### src/verilog/rls_defs.svh
// Opcode field positions, encodings and fixed widths of the return and loop sequencer.
`ifndef RLS_DEFS_SVH
`define RLS_DEFS_SVH

// Data path widths.
`define RLS_INSTR_W 48
`define RLS_ADDR_W 24
`define RLS_CNT_W 16
`define RLS_IRQ_W 32
`define RLS_CONDITION_FIELD_W 5
`define RLS_TERM_W 5
`define RLS_COMP_W 23
`define RLS_UREG_DATA_W 32

// Top opcode bits and group codes.
`define RLS_TOP_HI 47
`define RLS_TOP_LO 45
`define RLS_TOP_VAL 3'h0
`define RLS_GRP_HI 44
`define RLS_GRP_LO 41
`define RLS_GRP_RET 4'h5
`define RLS_GRP_LOOP 4'h6
`define RLS_KIND_BIT 40

// Return opcode fields.
`define RLS_CONDITION_FIELD_HI 37
`define RLS_CONDITION_FIELD_LO 33
`define RLS_CONDITION_FIELD_TRUE 5'h1f
`define RLS_J_BIT 26
`define RLS_E_BIT 25
`define RLS_LR_BIT 24
`define RLS_COMP_HI 22
`define RLS_COMP_LO 0
`define RLS_COMP_NOP 23'h000000

// Loop setup opcode fields.
`define RLS_DATA_HI 39
`define RLS_DATA_LO 24
`define RLS_REL_HI 23
`define RLS_REL_LO 0
`define RLS_TERM_LCE 5'h0f

// Reset values and address step.
`define RLS_PC_STEP 24'h000001
`define RLS_ADDR_ZERO 24'h000000
`define RLS_CNT_ZERO 16'h0000
`define RLS_CNT_ONE 16'h0001
`define RLS_IRQ_ZERO 32'h00000000

`endif

### src/verilog/rls_pkg.sv
// Types shared by the return and loop sequencer files.
`include "rls_defs.svh"

package rls_pkg;

  // Instruction kinds that this block acts on.
  typedef enum logic [1:0] {
    RLS_OP_NONE,
    RLS_OP_RTS,
    RLS_OP_RTI,
    RLS_OP_LOOP
  } rls_op_t;

  // Decoded opcode fields.
  typedef struct packed {
    rls_op_t op;
    logic condition_field_omit;
    logic delay;
    logic els;
    logic lr;
    logic comp_nop;
    logic [`RLS_COMP_W-1:0] comp;
    logic ureg_src;
    logic [`RLS_CNT_W-1:0] imm_cnt;
    logic [`RLS_ADDR_W-1:0] rel;
  } rls_dec_t;

  // Complete registered state of the sequencer.
  typedef struct packed {
    logic take;
    logic [`RLS_ADDR_W-1:0] baddr;
    logic delayed;
    logic status_pop;
    logic comp_x;
    logic comp_y;
    logic [`RLS_COMP_W-1:0] comp_word;
    logic cplx;
    logic [`RLS_IRQ_W-1:0] latch;
    logic [`RLS_IRQ_W-1:0] mptr;
    logic [`RLS_CNT_W-1:0] cnt;
    logic expired;
    logic suppress;
    logic restore;
  } rls_state_t;

endpackage : rls_pkg

### src/verilog/rls_sequencer.sv
// Return and counter-loop sequencer: decodes return and loop setup opcodes and runs the stacks.
`timescale 1ns/100ps
`include "rls_defs.svh"

module rls_sequencer #(
  parameter int PC_STACK_DEPTH = 30,
  parameter int LOOP_STACK_DEPTH = 6,
  parameter logic [`RLS_IRQ_W-1:0] STATUS_PUSH_MASK = 32'h0000003c
) (
  // Clock and reset.
  input wire logic clk_in,
  input wire logic sys_rst_in,
  // Instruction stream.
  input wire logic instr_valid_in,
  input wire logic [`RLS_INSTR_W-1:0] instr_in,
  input wire logic [`RLS_ADDR_W-1:0] instr_pc_in,
  // Condition results and mode.
  input wire logic condition_field_x_in,
  input wire logic condition_field_y_in,
  input wire logic simd_mode_in,
  input wire logic abs_end_addr_in,
  input wire logic [`RLS_UREG_DATA_W-1:0] ureg_data_in,
  // Other sequencer events.
  input wire logic call_push_in,
  input wire logic [`RLS_ADDR_W-1:0] call_addr_in,
  input wire logic loop_dec_in,
  input wire logic loop_exit_in,
  input wire logic [`RLS_IRQ_W-1:0] irq_latch_set_in,
  input wire logic [`RLS_IRQ_W-1:0] irq_mask_ptr_set_in,
  // Branch results.
  output logic branch_take_out,
  output logic [`RLS_ADDR_W-1:0] branch_addr_out,
  output logic branch_delayed_out,
  output logic status_pop_out,
  // Compute enables.
  output logic compute_x_en_out,
  output logic compute_y_en_out,
  output logic [`RLS_COMP_W-1:0] compute_word_out,
  output logic compute_cplx_regs_out,
  // Interrupt bookkeeping.
  output logic [`RLS_IRQ_W-1:0] irq_latch_out,
  output logic [`RLS_IRQ_W-1:0] irq_mask_pointer_out,
  // Loop state.
  output logic [`RLS_CNT_W-1:0] current_loop_count_out,
  output logic loop_count_expired_out,
  output logic [`RLS_ADDR_W-1:0] pc_stack_top_out,
  output logic [`RLS_ADDR_W+`RLS_TERM_W-1:0] loop_end_top_out
);

  // Splits a raw opcode into its fields and classifies it.
  function automatic rls_pkg::rls_dec_t rls_decode(input logic [`RLS_INSTR_W-1:0] w);
    rls_pkg::rls_dec_t d;
    d = '0;
    d.op = rls_pkg::RLS_OP_NONE;
    if (w[`RLS_TOP_HI:`RLS_TOP_LO] == `RLS_TOP_VAL)
    begin
      if (w[`RLS_GRP_HI:`RLS_GRP_LO] == `RLS_GRP_RET)
      begin
        d.op = w[`RLS_KIND_BIT] ? rls_pkg::RLS_OP_RTI : rls_pkg::RLS_OP_RTS;
      end
      else if (w[`RLS_GRP_HI:`RLS_GRP_LO] == `RLS_GRP_LOOP)
      begin
        d.op = rls_pkg::RLS_OP_LOOP;
      end
    end
    d.condition_field_omit = (w[`RLS_CONDITION_FIELD_HI:`RLS_CONDITION_FIELD_LO] == `RLS_CONDITION_FIELD_TRUE);
    d.delay = w[`RLS_J_BIT];
    d.els = w[`RLS_E_BIT];
    d.lr = w[`RLS_LR_BIT] && !w[`RLS_KIND_BIT];
    d.comp = w[`RLS_COMP_HI:`RLS_COMP_LO];
    d.comp_nop = (d.comp == `RLS_COMP_NOP);
    d.ureg_src = w[`RLS_KIND_BIT];
    d.imm_cnt = w[`RLS_DATA_HI:`RLS_DATA_LO];
    d.rel = w[`RLS_REL_HI:`RLS_REL_LO];
    return d;
  endfunction : rls_decode

  // Isolates the lowest set bit, which is the highest-priority interrupt in service.
  function automatic logic [`RLS_IRQ_W-1:0] rls_lowest_bit(input logic [`RLS_IRQ_W-1:0] v);
    return v & ((~v) + {{(`RLS_IRQ_W-1){1'b0}}, 1'b1});
  endfunction : rls_lowest_bit

  rls_pkg::rls_state_t st_r;
  rls_pkg::rls_state_t st_nxt;
  rls_pkg::rls_dec_t dec;

  logic is_ret;
  logic is_rti;
  logic is_loop;
  logic elem_x;
  logic elem_y;
  logic ret_take;
  logic [`RLS_IRQ_W-1:0] irq_clr;
  logic [`RLS_CNT_W-1:0] load_cnt;
  logic [`RLS_ADDR_W-1:0] loop_end;
  logic [`RLS_ADDR_W-1:0] pc_top;
  logic [`RLS_CNT_W-1:0] cnt_top;
  logic [`RLS_ADDR_W+`RLS_TERM_W-1:0] lend_top;
  logic pc_push;
  logic pc_pop;
  logic [`RLS_ADDR_W-1:0] pc_push_data;

  // Decode the incoming word; nothing acts unless the word is marked valid.
  always_comb
  begin
    dec = rls_decode(instr_in);
    is_ret = instr_valid_in && ((dec.op == rls_pkg::RLS_OP_RTS) || (dec.op == rls_pkg::RLS_OP_RTI));
    is_rti = instr_valid_in && (dec.op == rls_pkg::RLS_OP_RTI);
    is_loop = instr_valid_in && (dec.op == rls_pkg::RLS_OP_LOOP);
  end

  // Per-element condition; an omitted condition is true in every element.
  assign elem_x = dec.condition_field_omit || condition_field_x_in;
  assign elem_y = dec.condition_field_omit || condition_field_y_in;

  // Dual mode needs both elements true; an else clause without a condition can never run.
  assign ret_take = is_ret && elem_x && (!simd_mode_in || elem_y);

  // Serviced interrupt is cleared only by a taken interrupt return.
  assign irq_clr = (is_rti && ret_take) ? rls_lowest_bit(st_r.mptr) : `RLS_IRQ_ZERO;

  // Loop count source and loop end address.
  assign load_cnt = dec.ureg_src ? ureg_data_in[`RLS_CNT_W-1:0] : dec.imm_cnt;
  assign loop_end = abs_end_addr_in ? dec.rel : (instr_pc_in + dec.rel);

  // PC stack traffic: loop setup pushes the loop start, and a call push in the same cycle is dropped.
  always_comb
  begin
    pc_push = is_loop || call_push_in;
    pc_push_data = is_loop ? (instr_pc_in + `RLS_PC_STEP) : call_addr_in;
    pc_pop = ret_take || loop_exit_in;
  end

  // Next-state logic for every registered output and internal flag.
  always_comb
  begin
    st_nxt = st_r;
    st_nxt.take = ret_take;
    st_nxt.delayed = ret_take && dec.delay;
    st_nxt.status_pop = 1'b0;
    st_nxt.comp_x = 1'b0;
    st_nxt.comp_y = 1'b0;
    st_nxt.comp_word = `RLS_COMP_NOP;
    st_nxt.cplx = 1'b0;
    st_nxt.restore = loop_exit_in;
    if (ret_take)
    begin
      st_nxt.baddr = pc_top;
    end
    if (is_ret)
    begin
      // A plain compute follows the condition, an else compute its inverse, per element.
      st_nxt.comp_x = !dec.comp_nop && (dec.els ? !elem_x : elem_x);
      st_nxt.comp_y = simd_mode_in && !dec.comp_nop && (dec.els ? !elem_y : elem_y);
      st_nxt.comp_word = dec.comp;
      st_nxt.cplx = simd_mode_in;
    end
    // Status pops only when entry to this interrupt pushed it; a subroutine return never does.
    st_nxt.status_pop = |(irq_clr & STATUS_PUSH_MASK);
    // New sets win over a clear of the same bit in the same cycle.
    st_nxt.latch = (st_r.latch & ~irq_clr) | irq_latch_set_in;
    st_nxt.mptr = (st_r.mptr & ~irq_clr) | irq_mask_ptr_set_in;
    // Loop counter: setup loads, exit restores the outer loop's setup count, the decrement event counts down.
    if (is_loop)
    begin
      st_nxt.cnt = load_cnt;
      st_nxt.expired = (load_cnt == `RLS_CNT_ZERO);
      st_nxt.suppress = 1'b0;
    end
    else if (st_r.restore)
    begin
      st_nxt.cnt = cnt_top;
      st_nxt.expired = (cnt_top == `RLS_CNT_ZERO);
    end
    else if (loop_dec_in)
    begin
      if (st_r.suppress)
      begin
        st_nxt.suppress = 1'b0;
      end
      else if (st_r.cnt != `RLS_CNT_ZERO)
      begin
        st_nxt.cnt = st_r.cnt - `RLS_CNT_ONE;
        st_nxt.expired = (st_r.cnt == `RLS_CNT_ONE);
      end
    end
    // The reentry return arms suppression of the decrement on the way back into the loop.
    if (ret_take && dec.lr)
    begin
      st_nxt.suppress = 1'b1;
    end
  end

  // State register.
  always_ff @(posedge clk_in)
  begin
    if (sys_rst_in)
    begin
      st_r <= '0;
    end
    else
    begin
      st_r <= st_nxt;
    end
  end

  // Program counter stack.
  rls_stack #(
    .WIDTH(`RLS_ADDR_W),
    .DEPTH(PC_STACK_DEPTH)
  ) u_pc_stack (
    .clk_in(clk_in),
    .sys_rst_in(sys_rst_in),
    .push_in(pc_push),
    .pop_in(pc_pop),
    .push_data_in(pc_push_data),
    .top_out(pc_top),
    .empty_out(),
    .full_out()
  );

  // Loop address stack holding end address and termination code.
  rls_stack #(
    .WIDTH(`RLS_ADDR_W + `RLS_TERM_W),
    .DEPTH(LOOP_STACK_DEPTH)
  ) u_loop_addr_stack (
    .clk_in(clk_in),
    .sys_rst_in(sys_rst_in),
    .push_in(is_loop),
    .pop_in(loop_exit_in),
    .push_data_in({loop_end, `RLS_TERM_LCE}),
    .top_out(lend_top),
    .empty_out(),
    .full_out()
  );

  // Loop counter stack; after an exit its top is the count the outer loop was set up with.
  rls_stack #(
    .WIDTH(`RLS_CNT_W),
    .DEPTH(LOOP_STACK_DEPTH)
  ) u_loop_cnt_stack (
    .clk_in(clk_in),
    .sys_rst_in(sys_rst_in),
    .push_in(is_loop),
    .pop_in(loop_exit_in),
    .push_data_in(load_cnt),
    .top_out(cnt_top),
    .empty_out(),
    .full_out()
  );

  // Outputs come straight from the state register or the stack top registers.
  assign branch_take_out = st_r.take;
  assign branch_addr_out = st_r.baddr;
  assign branch_delayed_out = st_r.delayed;
  assign status_pop_out = st_r.status_pop;
  assign compute_x_en_out = st_r.comp_x;
  assign compute_y_en_out = st_r.comp_y;
  assign compute_word_out = st_r.comp_word;
  assign compute_cplx_regs_out = st_r.cplx;
  assign irq_latch_out = st_r.latch;
  assign irq_mask_pointer_out = st_r.mptr;
  assign current_loop_count_out = st_r.cnt;
  assign loop_count_expired_out = st_r.expired;
  assign pc_stack_top_out = pc_top;
  assign loop_end_top_out = lend_top;

  // Return address is the PC stack top seen when the return was decoded.
  property p_ret_addr;
    @(posedge clk_in) disable iff (sys_rst_in)
    ret_take |=> (branch_addr_out == $past(pc_top)) && branch_take_out;
  endproperty
  a_ret_addr: assert property (p_ret_addr) else $error("return address not taken from PC stack");

  // A subroutine return never pops status.
  property p_rts_no_status;
    @(posedge clk_in) disable iff (sys_rst_in)
    (ret_take && !is_rti) |=> !status_pop_out;
  endproperty
  a_rts_no_status: assert property (p_rts_no_status) else $error("subroutine return popped status");

  // Interrupt return of a status-pushing interrupt pops status.
  property p_rti_status;
    @(posedge clk_in) disable iff (sys_rst_in)
    (is_rti && ret_take && |(rls_lowest_bit(st_r.mptr) & STATUS_PUSH_MASK)) |=> status_pop_out;
  endproperty
  a_rti_status: assert property (p_rti_status) else $error("interrupt return did not pop status");

  // Serviced bit is clear in both registers after the return unless set again.
  property p_rti_clear;
    @(posedge clk_in) disable iff (sys_rst_in)
    (is_rti && ret_take && (irq_latch_set_in == `RLS_IRQ_ZERO) && (irq_mask_ptr_set_in == `RLS_IRQ_ZERO))
      |=> ((irq_latch_out | irq_mask_pointer_out) & $past(irq_clr)) == `RLS_IRQ_ZERO;
  endproperty
  a_rti_clear: assert property (p_rti_clear) else $error("serviced interrupt bit not cleared");

  // An omitted condition always takes the return.
  property p_uncond_take;
    @(posedge clk_in) disable iff (sys_rst_in)
    (is_ret && dec.condition_field_omit) |=> branch_take_out;
  endproperty
  a_uncond_take: assert property (p_uncond_take) else $error("unconditional return not taken");

  // Plain compute runs when the element condition holds; the pulse ends unless a new return follows.
  property p_plain_comp;
    @(posedge clk_in) disable iff (sys_rst_in)
    (is_ret && !dec.els && !dec.comp_nop && condition_field_x_in) |=> compute_x_en_out ##1 (!compute_x_en_out || $past(is_ret));
  endproperty
  a_plain_comp: assert property (p_plain_comp) else $error("plain compute not enabled");

  // Else compute is blocked while the condition is true.
  property p_else_comp;
    @(posedge clk_in) disable iff (sys_rst_in)
    (is_ret && dec.els && condition_field_x_in) |=> !compute_x_en_out;
  endproperty
  a_else_comp: assert property (p_else_comp) else $error("else compute ran on true condition");

  // Dual mode needs both conditions for the return.
  property p_simd_and;
    @(posedge clk_in) disable iff (sys_rst_in)
    (is_ret && simd_mode_in && !dec.condition_field_omit && !(condition_field_x_in && condition_field_y_in)) |=> !branch_take_out;
  endproperty
  a_simd_and: assert property (p_simd_and) else $error("dual mode return taken on one condition");

  // Delay flag follows the opcode bit of a taken return.
  property p_delay;
    @(posedge clk_in) disable iff (sys_rst_in)
    ret_take |=> branch_delayed_out == $past(dec.delay);
  endproperty
  a_delay: assert property (p_delay) else $error("delay flag mismatch");

  // The decrement after a reentry return leaves the count unchanged.
  property p_suppress;
    @(posedge clk_in) disable iff (sys_rst_in)
    (st_r.suppress && loop_dec_in && !is_loop && !st_r.restore) |=> $stable(current_loop_count_out);
  endproperty
  a_suppress: assert property (p_suppress) else $error("loop count decremented twice");

  // Loop setup loads the count and pushes the end address with the expiry code.
  property p_loop_setup;
    @(posedge clk_in) disable iff (sys_rst_in)
    (is_loop && !loop_exit_in) |=> (current_loop_count_out == $past(load_cnt))
      && (loop_end_top_out == {$past(loop_end), `RLS_TERM_LCE});
  endproperty
  a_loop_setup: assert property (p_loop_setup) else $error("loop setup not loaded");

  // Main scenarios.
  c_rti_taken: cover property (@(posedge clk_in) disable iff (sys_rst_in) is_rti && ret_take);
  c_else_simd: cover property (@(posedge clk_in) disable iff (sys_rst_in) is_ret && simd_mode_in && dec.els);
  c_loop_expire: cover property (@(posedge clk_in) disable iff (sys_rst_in) $rose(loop_count_expired_out));
  c_lr_return: cover property (@(posedge clk_in) disable iff (sys_rst_in) ret_take && dec.lr);

endmodule : rls_sequencer

### src/verilog/rls_stack.sv
// Hardware stack with a registered top-of-stack output.
`timescale 1ns/100ps

module rls_stack #(
  parameter int WIDTH = 24,
  parameter int DEPTH = 6
) (
  // Clock and reset.
  input wire logic clk_in,
  input wire logic sys_rst_in,
  // Stack operations.
  input wire logic push_in,
  input wire logic pop_in,
  input wire logic [WIDTH-1:0] push_data_in,
  // Stack view.
  output logic [WIDTH-1:0] top_out,
  output logic empty_out,
  output logic full_out
);

  localparam int PW = $clog2(DEPTH + 1);

  logic [WIDTH-1:0] mem [DEPTH];
  logic [PW-1:0] sp_r;
  logic [PW-1:0] sp_nxt;
  logic [WIDTH-1:0] top_r;
  logic [WIDTH-1:0] top_nxt;
  logic do_push;
  logic do_pop;

  // A push on a full stack and a pop on an empty one are dropped so the pointer never wraps.
  assign do_push = push_in && (sp_r != PW'(DEPTH));
  assign do_pop = pop_in && (sp_r != '0);

  // Pointer and top-of-stack next values; a push and a pop together replace the top, or push alone if the stack is empty.
  always_comb
  begin
    sp_nxt = sp_r;
    top_nxt = top_r;
    if (pop_in && push_in && (sp_r != '0))
    begin
      top_nxt = push_data_in;
    end
    else if (do_push)
    begin
      sp_nxt = sp_r + PW'(1);
      top_nxt = push_data_in;
    end
    else if (do_pop)
    begin
      sp_nxt = sp_r - PW'(1);
      top_nxt = (sp_r > PW'(1)) ? mem[sp_r - PW'(2)] : '0;
    end
  end

  // Storage array; it has no reset because the pointer marks what is valid.
  always_ff @(posedge clk_in)
  begin
    if (pop_in && push_in && (sp_r != '0))
    begin
      mem[sp_r - PW'(1)] <= push_data_in;
    end
    else if (do_push)
    begin
      mem[sp_r] <= push_data_in;
    end
  end

  // Pointer and top register.
  always_ff @(posedge clk_in)
  begin
    if (sys_rst_in)
    begin
      sp_r <= '0;
      top_r <= '0;
    end
    else
    begin
      sp_r <= sp_nxt;
      top_r <= top_nxt;
    end
  end

  assign top_out = top_r;
  assign empty_out = (sp_r == '0);
  assign full_out = (sp_r == PW'(DEPTH));

endmodule : rls_stack

### config.mk
export PLATFORM = sky130hd
export DESIGN_NAME = rls_sequencer
export DESIGN_NICKNAME = d
export VERILOG_FILES = /design/src/verilog/rls_pkg.sv /design/src/verilog/rls_sequencer.sv /design/src/verilog/rls_stack.sv
export VERILOG_INCLUDE_DIRS = /design/src /design/src/verilog
export SDC_FILE = /design/constraint.sdc
export NUM_CORES = 2
export LEC_CHECK = 0
export BUFFER_PORTS_ARGS = -buffer_cell sky130_fd_sc_hd__clkbuf_2
export CORE_ASPECT_RATIO = 0.7
export CORE_UTILIZATION = 25
export CTS_BUF_LIST = sky130_fd_sc_hd__clkbuf_16
export DETAILED_ROUTE_END_ITERATION = 7
export PLACE_DENSITY = 0.38
export SETUP_SLACK_MARGIN = 0.5
export SLEW_MARGIN = 40
export SYNTH_ARGS = -nofsm -noshare
export SYNTH_HDL_FRONTEND = slang
export SYNTH_HIERARCHICAL = 1
export SYNTH_SLANG_ARGS = --single-unit
### constraint.sdc
create_clock -name clk_in -period 8 [get_ports clk_in]
set_clock_uncertainty 0.05 [all_clocks]
set_input_delay 0.8 -clock clk_in [delete_from_list [all_inputs] [get_ports clk_in]]
set_output_delay 0.8 -clock clk_in [all_outputs]
set_load 0.1 [all_outputs]
==> results.json <==
{
  "status": "complete, no violations",
  "critPathArrivalTime_ns": 5.42,
  "path_cells": "clkbuf_2 -> or3b_2 -> a21oi_1 -> ha_1 -> nand2_1 -> o21bai_4 -> nand2b_1 -> inv_1 -> o211ai_1 -> buf_4 -> a21boi_0 -> o21ai_1 -> nor2_4 -> buf_8 -> buf_8",
  "syn_avg_cell_area_um2": 14.04,
  "rr_worst_depth": 11,
  "hpwl_um": 104900,
  "placedCellCount": 6625,
  "criticalPathCategory": "in2reg",
  "grt_pass1_wl_um": 230400,
  "fin_area_mm2": 0.06142,
  "cp_common_cell": "buf_8",
  "core-area_mm2": 0.2050,
  "area.growth.synth_to_final_pct": 19.14,
  "crit_family": "compound AO/OA/AOI/OAI gates",
  "detail_route.vias_per_cell": 4.585,
  "initial_core_util_pct": 25.14,
  "antenna_left": 0,
  "clk_pin_slew_worst_paths_ns": 0.06,
  "fp.dieArea_mm2": 0.2081,
  "numPortBuffers": 372,
  "crit_path_max_incr_delay_ns": 0.63,
  "holdPathStages": 3,
  "grt_max_degree": 121,
  "p_per_area_mw_per_mm2": 343.3,
  "pre_cts_ws_ns": 2.276,
  "drv_slew": 0,
  "netSwitchingFraction_pct": 38.59,
  "syn_inst": 3672,
  "final_cell_mix": "edfxtp_1, clkbuf_2, nand2_1, nor2_1",
  "cp_num_buf_inv": 5,
  "multiInputGateArea_mm2": 0.01588,
  "regArea_mm2": 0.03407,
  "timing.fmax_mhz": 201.9,
  "irDropWorstVdd_v": 0.0003528,
  "clk_path_buf_depth": 3,
  "wl_per_cell_um": 23.54,
  "nNetsFinal": 4267,
  "postCtsSetupBuffers": 0,
  "start_kind": "primary input",
  "fin_crit_ns": 4.952,
  "layout_commonest_cell": "edfxtp_1",
  "tightest_slew_ns": 0.8719,
  "htree_levels": 4,
  "dr.pass1.iters": 5,
  "worst_slack_ns": 3.048,
  "overflow": 0,
  "stdcell_count": 6884,
  "worst_path_max_delay_cell": "o211ai_1",
  "clock-root-buffer": "clkbuf_16",
  "combinationalPowerShare_pct": 34.7,
  "die_y_um": 381.9,
  "cts_tree": "built",
  "remaining_drc_errors": 0,
  "p_leak_nw": 20.55,
  "row_count": 139,
  "wl_um": 162100,
  "clockPowerShare_pct": 28.3,
  "hold_path.class": "in2reg",
  "ctsHoldBuffers": 0,
  "hold_viol": 0,
  "drtIter0Drc": 2200,
  "seq_power_share_pct": 37.0,
  "cp.depth": 15,
  "end_kind": "flip-flop",
  "clock_latency_ns": 0.79,
  "final.period_utilization_pct": 61.90,
  "cts_sinks": 1206,
  "cts_repair_resize_count": 0,
  "gp_congestion": 0.7929,
  "track_usage_pct": 15.28,
  "maxSlewHeadroom_pct": 41.66,
  "total_power_mw": 21.09,
  "netlist_area_mm2": 0.05155,
  "grt_pass1_vias": 31000,
  "io_pins": 389,
  "dieWidth_um": 544.8,
  "dpl-instance-area_mm2": 0.05711,
  "ys_warn_count": 6,
  "cp.required_ns": 8.47,
  "cp_max_fo": 21,
  "setup_tns_ns": 0,
  "antenna_found_initial": 9,
  "drive_above_1_share_pct": 25.24,
  "fillers": 20490,
  "finalSetupViolCount": 0,
  "dr_total_vias": 31560,
  "p_int_mw": 12.95,
  "p_switching_mw": 8.137,
  "rsz0062_at_grt": "false",
  "numCtsBuffers": 135,
  "cap_viol_max_count": 0
}
## tightest hold or removal path, stage by stage
cell and delay (ns):
clkbuf_2 0.08, a21oi_1 0.03, nor2_1 0.06
## metrics by stage
step	util (%)	hold slack, ns
3_3_place_gp	27.53	0.3925
4_1_cts	29.91	0.09511
3_5_place_dp	27.85	0.3943
6_report	29.95	0.1800
2_1_floorplan	-	0.3812
5_1_grt	29.95	0.1410
## path summary, 6_finish.rpt
check	to	from	slack, ns
setup / recovery	u_pc_stack/mem[18][12]	instr_in[40]	3.05
hold reg to reg	branch_addr_out[17]	branch_addr_out[17]	0.40
hold / removal	irq_latch_out[8]	irq_latch_set_in[8]	0.18
setup reg to reg	u_pc_stack/mem[18][12]	u_pc_stack/sp_r[1]	3.73
## final cells by class
type	count	share of cell area (%)
clock buffer	139	5.663
clock inverter	108	1.196
tap	2749	5.600
sequential	1206	55.48
timing repair buffer	512	5.518
inverter	104	0.6498
multi-input combinational	2056	25.86
antenna	10	0.04074
## state kept, by name, summed over array words and instances (netlist names), 2 cells and up
register                   count
u_loop_cnt_stack/sp_r          3
u_loop_addr_stack/mem        174
u_pc_stack/mem               720
branch_addr_out               24
current_loop_count_out        16
irq_mask_pointer_out          32
st_r                           2
u_loop_addr_stack/top_out     29
u_loop_cnt_stack/top_out      16
u_pc_stack/sp_r                5
irq_latch_out                 32
u_loop_addr_stack/sp_r         3
compute_word_out              23
u_pc_stack/top_out            24
u_loop_cnt_stack/mem          96
## power groups by stage
| stage | clock network, mW | logic, mW | registers (mW) |
|---|---|---|---|
| final | 5.97 | 7.31 | 7.81 |
| after global routing | 6.41 | 7.87 | 7.87 |
| after CTS | 6.18 | 7.40 | 7.82 |
| after detailed placement | 0 | 7.38 | 7.96 |
| after global placement | 0 | 7.29 | 7.96 |
| after floorplan | 0 | 4.51 | 8.34 |
## layer usage
metal  track usage (%)  vias up  share of wire, %
li1                  -    14590                 -
met1             22.42    16210                49
met2             23.45      594                45
met3             2.177      163               3.4
met4             3.929        0               1.8
met5                 0        -                 0
Note: power is estimated with default switching activity, not from simulation.
